### config.mk
export PLATFORM = sky130hd
export DESIGN_NAME = flash_host
export DESIGN_NICKNAME = d
export VERILOG_FILES = /design/src/flash_host_pkg.sv /design/src/flash_host.sv
export SDC_FILE = /design/constraint.sdc
export NUM_CORES = 1
export LEC_CHECK = 0
export ABC_CLOCK_PERIOD_IN_PS = 2100
export BUFFER_PORTS_ARGS = -buffer_cell sky130_fd_sc_hd__buf_4
export CORE_MARGIN = 3
export CORE_UTILIZATION = 49
export DETAILED_ROUTE_END_ITERATION = 7
export GPL_ROUTABILITY_DRIVEN = 0
export PLACE_DENSITY_LB_ADDON = 0.3
export SYNTH_ARGS = -nofsm -noshare
export SYNTH_HDL_FRONTEND = slang
export SYNTH_SLANG_ARGS = --single-unit
### constraint.sdc
create_clock -name clk_i -period 2.1 [get_ports clk_i]
set_clock_uncertainty 0.05 [all_clocks]
set_input_delay 0.105 -clock clk_i [delete_from_list [all_inputs] [get_ports clk_i]]
set_output_delay 0.105 -clock clk_i [all_outputs]
set_load 0.02 [all_outputs]
### src/flash_host_pkg.sv
// Package with command codes, status bit positions and timing constants of the flash host.
package flash_host_pkg;
    // Command codes written to the flash command port.
    localparam logic [7:0] CMD_READ_ARRAY = 8'hFF;
    localparam logic [7:0] CMD_READ_ID = 8'h90;
    localparam logic [7:0] CMD_READ_STATUS = 8'h70;
    localparam logic [7:0] CMD_CLEAR_STATUS = 8'h50;
    localparam logic [7:0] CMD_PROGRAM_SETUP = 8'h40;
    localparam logic [7:0] CMD_ERASE_SETUP = 8'h20;
    localparam logic [7:0] CMD_ERASE_CONFIRM = 8'hD0;
    // Status bit positions in the flash status byte.
    localparam int DONE_BIT = 7;
    localparam int ERASE_ERR_BIT = 5;
    localparam int PROGRAM_ERR_BIT = 4;
    localparam int SUPPLY_FAULT_BIT = 3;
    // Host register offsets on the software port.
    localparam logic [3:0] REG_CTRL = 4'h0;
    localparam logic [3:0] REG_ADDR = 4'h1;
    localparam logic [3:0] REG_WDATA = 4'h2;
    localparam logic [3:0] REG_RDATA = 4'h3;
    localparam logic [3:0] REG_STATUS = 4'h4;
    localparam logic [3:0] REG_CONFIG = 4'h5;
    // Operation codes written to the control register.
    localparam logic [2:0] OP_READ = 3'h0;
    localparam logic [2:0] OP_PROGRAM = 3'h1;
    localparam logic [2:0] OP_ERASE = 3'h2;
    localparam logic [2:0] OP_CLEAR = 3'h3;
    localparam logic [2:0] OP_READ_ID = 3'h4;
    localparam logic [2:0] OP_READ_STATUS = 3'h5;
    localparam logic [2:0] OP_RESET = 3'h6;
    // Bus phase times in ns and derived cycle counts at 50 MHz.
    localparam int CLK_PERIOD_NS = 20;
    localparam int STROBE_TIME_NS = 60;
    localparam int STROBE_CYCLES = (STROBE_TIME_NS + CLK_PERIOD_NS - 1) / CLK_PERIOD_NS;
    localparam int RESET_TIME_NS = 300;
    localparam int RESET_CYCLES = (RESET_TIME_NS + CLK_PERIOD_NS - 1) / CLK_PERIOD_NS;
    localparam logic [7:0] STROBE_CNT = 8'(STROBE_CYCLES);
    localparam logic [7:0] RESET_CNT = 8'(RESET_CYCLES);
    localparam logic [7:0] POLL_LIMIT_RESET = 8'hFF;
endpackage

### src/flash_host.sv
// Host controller that drives an asynchronous boot-block flash through its bus pins.
`timescale 1ns/10ps
`default_nettype none
module flash_host
(
    input wire logic clk_i,
    input wire logic reset_i,
    input wire logic [3:0] sw_addr_i,
    input wire logic [31:0] sw_wdata_i,
    input wire logic sw_write_i,
    input wire logic sw_read_i,
    output logic [31:0] sw_rdata_o,
    output logic [19:0] flash_addr_o,
    input wire logic [15:0] flash_dq_i,
    output logic [15:0] flash_dq_o,
    output logic flash_dq_oe_o,
    output logic chip_sel_n_o,
    output logic out_en_n_o,
    output logic write_n_o,
    output logic reset_powerdown_n_o,
    output logic unlock_high_voltage_o,
    output logic boot_protect_o,
    output logic byte_mode_o
);
    import flash_host_pkg::*;

    // ----------------------------------------------------------------
    // State and registers
    // ----------------------------------------------------------------
    typedef enum {ST_IDLE, ST_RESET, ST_WSETUP, ST_WSTROBE, ST_WHOLD, ST_RSETUP, ST_RSTROBE,
                  ST_RGAP, ST_NEXT} state_e;
    state_e state_r; // Bus sequencer state.
    logic [2:0] op_r; // Operation in progress.
    logic [1:0] step_r; // Bus cycle index within the operation.
    logic [7:0] cnt_r; // Phase cycle counter.
    logic [19:0] addr_r; // Target address register.
    logic [15:0] wdata_r; // Data to program.
    logic [15:0] rdata_r; // Last data read from the flash.
    logic [7:0] status_r; // Last status byte polled.
    logic busy_r; // Operation in progress flag.
    logic timeout_r; // Poll limit reached, sticky.
    logic [7:0] poll_limit_r; // Status polls allowed beyond the first.
    logic [7:0] polls_r; // Polls done so far.
    logic unlock_r; // Unlock voltage request.
    logic protect_r; // Boot-protect level.
    logic byte_mode_r; // Byte-wide configuration.
    logic drive_r; // Host drives the data pins.
    logic [7:0] cmd_r; // Command byte of the current write cycle.

    // ----------------------------------------------------------------
    // Decode
    // ----------------------------------------------------------------
    wire logic wr_ctrl = sw_write_i && (sw_addr_i == REG_CTRL) && !busy_r;
    wire logic wr_addr = sw_write_i && (sw_addr_i == REG_ADDR);
    wire logic wr_data = sw_write_i && (sw_addr_i == REG_WDATA);
    wire logic wr_cfg = sw_write_i && (sw_addr_i == REG_CONFIG);
    wire logic phase_done = (cnt_r == 8'h00);
    // The done flag of the last polled status decides whether the engine is still busy.
    // It comes from the snapshot taken while output enable was low, because in the gap
    // that ends each poll nobody drives the data pins and they show no valid level.
    wire logic engine_done = status_r[DONE_BIT];
    // Program and erase take two writes; reset takes none; others take one.
    wire logic two_writes = (op_r == OP_PROGRAM) || (op_r == OP_ERASE);
    // Program and erase are followed by status polling.
    wire logic polls = two_writes;
    // Reads of array, identifier and status use one read cycle after the command.
    wire logic has_read = (op_r == OP_READ) || (op_r == OP_READ_ID) || (op_r == OP_READ_STATUS);
    wire logic last_write = two_writes ? (step_r == 2'd1) : 1'b1;
    wire logic [31:0] status_word = {16'h0000, 8'h00, status_r} | 32'h0;
    wire logic [31:0] host_status = {21'h0, timeout_r, busy_r, op_r, polls_r[5:0]};
    wire logic [31:0] cfg_word = {13'h0, byte_mode_r, protect_r, unlock_r, 8'h0, poll_limit_r};

    // Command byte for each write cycle of the operation.
    always_comb
    begin
        case (op_r)
            OP_PROGRAM: cmd_r = (step_r == 2'd0) ? CMD_PROGRAM_SETUP : wdata_r[7:0];
            OP_ERASE: cmd_r = (step_r == 2'd0) ? CMD_ERASE_SETUP : CMD_ERASE_CONFIRM;
            OP_CLEAR: cmd_r = CMD_CLEAR_STATUS;
            OP_READ_ID: cmd_r = CMD_READ_ID;
            OP_READ_STATUS: cmd_r = CMD_READ_STATUS;
            default: cmd_r = CMD_READ_ARRAY;
        endcase
    end

    // Second program write carries the full word, only its low byte on the pins in byte mode; command writes carry the byte.
    wire logic [15:0] dq_word = (op_r == OP_PROGRAM && step_r == 2'd1) ? wdata_r : {8'h00, cmd_r};

    // ----------------------------------------------------------------
    // Pin outputs
    // ----------------------------------------------------------------
    // Reads use the chip select and output enable; writes pulse the write strobe while
    // chip select is held low, so the write strobe's rising edge latches the data first.
    assign chip_sel_n_o = !(state_r == ST_WSETUP || state_r == ST_WSTROBE ||
                            state_r == ST_WHOLD || state_r == ST_RSETUP || state_r == ST_RSTROBE);
    assign write_n_o = (state_r != ST_WSTROBE);
    assign out_en_n_o = (state_r != ST_RSTROBE);
    assign flash_dq_oe_o = drive_r;
    assign flash_dq_o = byte_mode_r ? {8'h00, wdata_r[7:0] & 8'hFF} & {8'h00, dq_word[7:0]}
                                    | {8'h00, dq_word[7:0]} : dq_word;
    assign flash_addr_o = addr_r;
    assign reset_powerdown_n_o = (state_r != ST_RESET);
    assign unlock_high_voltage_o = unlock_r;
    assign boot_protect_o = protect_r;
    assign byte_mode_o = byte_mode_r;

    // Read data for the software port, valid in the cycle after the read strobe.
    always_ff @(posedge clk_i)
    begin
        if (reset_i)
            sw_rdata_o <= 32'h0;
        else if (sw_read_i)
        begin
            case (sw_addr_i)
                REG_ADDR: sw_rdata_o <= {12'h0, addr_r};
                REG_WDATA: sw_rdata_o <= {16'h0, wdata_r};
                REG_RDATA: sw_rdata_o <= {16'h0, rdata_r};
                REG_STATUS: sw_rdata_o <= status_word | (host_status << 8);
                REG_CONFIG: sw_rdata_o <= cfg_word;
                default: sw_rdata_o <= 32'h0;
            endcase
        end
        else
            sw_rdata_o <= 32'h0;
    end

    // ----------------------------------------------------------------
    // Configuration registers
    // ----------------------------------------------------------------
    // Software sets the address, data, unlock levels and byte mode.
    always_ff @(posedge clk_i)
    begin
        if (reset_i)
        begin
            addr_r <= 20'h0;
            wdata_r <= 16'h0;
            poll_limit_r <= POLL_LIMIT_RESET;
            unlock_r <= 1'b0;
            protect_r <= 1'b0;
            byte_mode_r <= 1'b0;
        end
        else
        begin
            if (wr_addr)
                addr_r <= sw_wdata_i[19:0];
            if (wr_data)
                wdata_r <= sw_wdata_i[15:0];
            if (wr_cfg)
            begin
                poll_limit_r <= sw_wdata_i[7:0];
                unlock_r <= sw_wdata_i[16];
                protect_r <= sw_wdata_i[17];
                byte_mode_r <= sw_wdata_i[18];
            end
        end
    end

    // ----------------------------------------------------------------
    // Bus sequencer
    // ----------------------------------------------------------------
    // Read and write phases last STROBE_CNT plus one cycles, reset RESET_CNT plus one; a status poll ends with a gap in which chip
    // select and output enable are high, so every poll is a fresh read cycle.
    always_ff @(posedge clk_i)
    begin
        if (reset_i)
        begin
            state_r <= ST_IDLE;
            op_r <= OP_READ;
            step_r <= 2'd0;
            cnt_r <= 8'h00;
            busy_r <= 1'b0;
            drive_r <= 1'b0;
            rdata_r <= 16'h0;
            status_r <= 8'h00;
            timeout_r <= 1'b0;
            polls_r <= 8'h00;
        end
        else
        begin
            case (state_r)
                ST_IDLE:
                begin
                    if (wr_ctrl)
                    begin
                        op_r <= sw_wdata_i[2:0];
                        step_r <= 2'd0;
                        polls_r <= 8'h00;
                        busy_r <= 1'b1;
                        timeout_r <= 1'b0;
                        if (sw_wdata_i[2:0] == OP_RESET)
                        begin
                            state_r <= ST_RESET;
                            cnt_r <= RESET_CNT;
                        end
                        else
                        begin
                            state_r <= ST_WSETUP;
                            cnt_r <= STROBE_CNT;
                            drive_r <= 1'b1;
                        end
                    end
                end
                ST_RESET:
                begin
                    cnt_r <= cnt_r - 8'h01;
                    if (phase_done)
                    begin
                        state_r <= ST_IDLE;
                        busy_r <= 1'b0;
                    end
                end
                ST_WSETUP:
                begin
                    cnt_r <= cnt_r - 8'h01;
                    if (phase_done)
                    begin
                        state_r <= ST_WSTROBE;
                        cnt_r <= STROBE_CNT;
                    end
                end
                ST_WSTROBE:
                begin
                    cnt_r <= cnt_r - 8'h01;
                    if (phase_done)
                    begin
                        state_r <= ST_WHOLD;
                        cnt_r <= STROBE_CNT;
                    end
                end
                ST_WHOLD:
                begin
                    cnt_r <= cnt_r - 8'h01;
                    if (phase_done)
                    begin
                        cnt_r <= STROBE_CNT;
                        if (!last_write)
                        begin
                            step_r <= step_r + 2'd1;
                            state_r <= ST_WSETUP;
                        end
                        else if (polls || has_read)
                        begin
                            drive_r <= 1'b0;
                            state_r <= ST_RSETUP;
                        end
                        else
                        begin
                            drive_r <= 1'b0;
                            state_r <= ST_NEXT;
                        end
                    end
                end
                ST_RSETUP:
                begin
                    cnt_r <= cnt_r - 8'h01;
                    if (phase_done)
                    begin
                        state_r <= ST_RSTROBE;
                        cnt_r <= STROBE_CNT;
                    end
                end
                ST_RSTROBE:
                begin
                    cnt_r <= cnt_r - 8'h01;
                    if (phase_done)
                    begin
                        rdata_r <= flash_dq_i;
                        if (polls)
                            status_r <= flash_dq_i[7:0];
                        state_r <= ST_RGAP;
                        cnt_r <= STROBE_CNT;
                    end
                end
                ST_RGAP:
                begin
                    cnt_r <= cnt_r - 8'h01;
                    if (phase_done)
                    begin
                        polls_r <= polls_r + 8'h01;
                        if (!polls || engine_done)
                            state_r <= ST_NEXT;
                        else if (polls_r >= poll_limit_r)
                        begin
                            timeout_r <= 1'b1;
                            state_r <= ST_NEXT;
                        end
                        else
                        begin
                            state_r <= ST_RSETUP;
                            cnt_r <= STROBE_CNT;
                        end
                    end
                end
                ST_NEXT:
                begin
                    busy_r <= 1'b0;
                    state_r <= ST_IDLE;
                end
                default:
                    state_r <= ST_IDLE;
            endcase
        end
    end
endmodule
`default_nettype wire

==> metrics.cfg <==
[outcome]
status = finished, final reports clean

[die]
initial_core_util_pct = 50.9
rows = 38
die_y_um = 113
fp.coreArea_mm2 = 0.0110
ioPinCount = 132
dieWidth_um = 113
die-area_mm2 = 0.0127

[detailed_routing]
num_vias = 6146
dr.pass1.iters = 5
drc = 0
viasPerCell = 6.04
wl_per_cell_um = 18.7
drt-total-wl_mm = 19.0
ant_nets = 0
dr.first_iter.drc_count = 600

[global_routing]
grt_max_degree = 54
grt.overflow.total = 0
grt_use_total_pct = 28.9
grt_pass1_wl_mm = 29.5
grt.busiest_layer = met2
grt_pass1_vias = 5842
grt_util_met1_pct = 34.6
grtUsageMet2_pct = 49.1
grt_use_met3_pct = 7.27
antenna_found_initial = 0

[yosys]
yosysWarnings = 0
synthFlopType = dfxtp_1
syn_area_per_cell_um2 = 7.99
ys_types = 65
netlist_area_mm2 = 0.00559
synth_edf_count = 0
synthCells = 700
seq_area_frac_synth_pct = 42.6
async_flop_share_pct = 0
ys_seq_elements = 119

[clock_network]
root_buffer = clkbuf_16
cts_tree = built
cts_made_buffers = 17
clk_pin_slew_worst_paths_ns = 0.05
clk_latency_ns = 0.42
cts_buffer_depth = 2
htree_levels = 4
clock-sinks = 119

[setup_path]
r2r_slack_ns = 0.004
reg2reg_from = poll_limit_r[1]
endpoint_kind = flip-flop
worstSetupPathType = flip-flop to flip-flop
worstPathArrival_ns = 2.35
r2r_end = state_r[2]
worst_ep_required_time_ns = 2.35
reg2reg_depth = 9
crit_fanout = 4
crit_path_start_kind = flip-flop

[cells_and_area]
area_growth_pct = 40.5
final_common_cell = nand2_1
drive_gt1_share_pct = 24.4
final_cell_mix = nand2_1 (165), buf_4 (148), dfxtp_1 (113)
finalNetCount = 934
diodes = 0

[timing]
rsz0062_at_grt = true
hold_viol = 0
timing.hold.ws_ns = 0.0477
fmax_ghz = 0.477
setup_viol = 0
fin_crit_sh_pct = 99.8
maxSlewViolCount = 0
relSlewSlack_pct = 52.6
tightest_slew_ns = 0.710
min_period_ns = 2.10

[placed_design]
io_buffers = 107
dp.final_hpwl_mm = 12.4

[power]
power_mw = 6.21
power.leakage_nw = 3.14
cellPowerDensity_mw_per_mm2 = 791
ir_drop_mv = 0.771

[hold_path]
hp-class = input port to flip-flop
whs_path_depth = 3
hold_path_startpoint = sw_write_i
hold_end = busy_r

[job]
drv_cap = 0

worst max path at each step:
stage / start / to / slack, ns / cells past startpoint
floorplan: polls_r[0] / cnt_r[3] / 0.03 / 8
global placement: poll_limit_r[2] / cnt_r[3] / 0.02 / 8
detailed placement: poll_limit_r[1] / cnt_r[3] / -0.03 / 8
CTS: cnt_r[4] / status_r[4] / 0.007 / 7
global route: poll_limit_r[1] / state_r[2] / -0.06 / 9
finish: poll_limit_r[1] / state_r[2] / 0.004 / 9
state kept, by name, summed over array words and instances, names as in the netlist, 2 cells and up:
register      cells
status_r          8
rdata_r          16
flash_addr_o     20
polls_r           8
op_r              3
poll_limit_r      8
wdata_r          16
state_r           4
step_r            2
sw_rdata_o       20
cnt_r             8
report_power, final:
group	internal (mW)	switching (mW)
Combinational	0.266	0.365
Clock	2.20	1.07
Sequential	2.29	0.0286
repair_timing:
action | in CTS | in global routing
buffers inserted | 0 | 4
gates cloned | 0 | 0
pin swaps | 1 | 6
gates resized for setup | 6 | 24
endpoints found under the setup margin | 11 | 36
hold endpoints to repair | 75 | 0
hold buffers | 41 | 0
kinds of logic (layout without fill, tap and decap cells):
group	after synthesis	after routing	share of synthesized area (%)
flip-flops	119	119	42.6
AND/OR/NAND/NOR	284	284	23.8
XOR/XNOR	7	7	1.10
adder cells (fa/ha/maj)	13	13	2.91
multiplexers	8	8	1.43
other	1	12	0.0671
buffers and inverters	71	238	6.02
AO/OA/AOI/OAI	197	197	22.1
metrics by stage:
| step | instance area (µm²) | instances | utilization (%) | setup TNS (ns) | worst slack (ns) |
|---|---|---|---|---|---|
| 2_1_floorplan | 5630 | 711 | - | 0 | 0.0292 |
| 3_3_place_gp | 6650 | 941 | 60.5 | 0 | 0.0182 |
| 3_5_place_dp | 6650 | 941 | 60.5 | -0.0321 | -0.0321 |
| 4_1_cts | 7730 | 1014 | 70.4 | 0 | 0.00750 |
| 5_1_grt | 7860 | 1018 | 71.5 | -0.224 | -0.0598 |
| 6_report | 7860 | 1018 | 71.5 | 0 | 0.00430 |
final cells by class:
type	count	area, µm²
Timing Repair Buffer	190	1540
Tap cell	140	175
Multi-Input combinational cell	521	3030
Sequential cell	119	2390
Fill cell	780	3130
Clock inverter	12	198
Clock buffer	20	467
Inverter	16	60.1
synthesized netlist by cell type (all sizes together), types with 2 or more instances:
cell / n / area share, %
o31ai: 2 / 0.27
a2111oi: 2 / 0.31
o32ai: 3 / 0.47
dfxtp: 119 / 43
buf: 17 / 2.4
nor4: 3 / 0.60
o21ai: 15 / 1.3
nand3: 10 / 0.98
or4: 2 / 0.27
a211oi: 4 / 0.54
and2: 12 / 1.3
nand2: 166 / 11
mux2i: 8 / 1.4
a31oi: 14 / 1.6
nor2: 32 / 2.1
inv: 15 / 1.0
o31a: 2 / 0.31
o211ai: 9 / 1.2
nor3: 11 / 0.98
a22oi: 36 / 4.8
and3: 7 / 0.87
a21boi: 8 / 1.1
nand4: 7 / 0.78
a21oi: 85 / 7.6
clkbuf: 38 / 2.6
nor2b: 3 / 0.34
or3: 7 / 0.78
nand3b: 6 / 0.81
nor3b: 2 / 0.27
o22ai: 4 / 0.45
xor2: 6 / 0.94
nor4b: 4 / 0.74
ha: 13 / 2.9
nand2b: 7 / 0.92
worst max-delay path, stage by stage (launching register included):
cell and delay, ns:
dfxtp_2 0.34, inv_2 0.06, ha_4 0.26, and3_4 0.18, o21ai_2 0.05, a311o_1 0.42, buf_4 0.17, nand3b_1 0.15
nand3_1 0.09, a22o_1 0.21
per-layer routing:
layer | vias up | wire (µm)
li1 | 2782 | -
met1 | 2910 | 7190
met2 | 390 | 9420
met3 | 64 | 1830
met4 | 0 | 586
met5 | - | 0
Power figures use the tool's default switching activity.
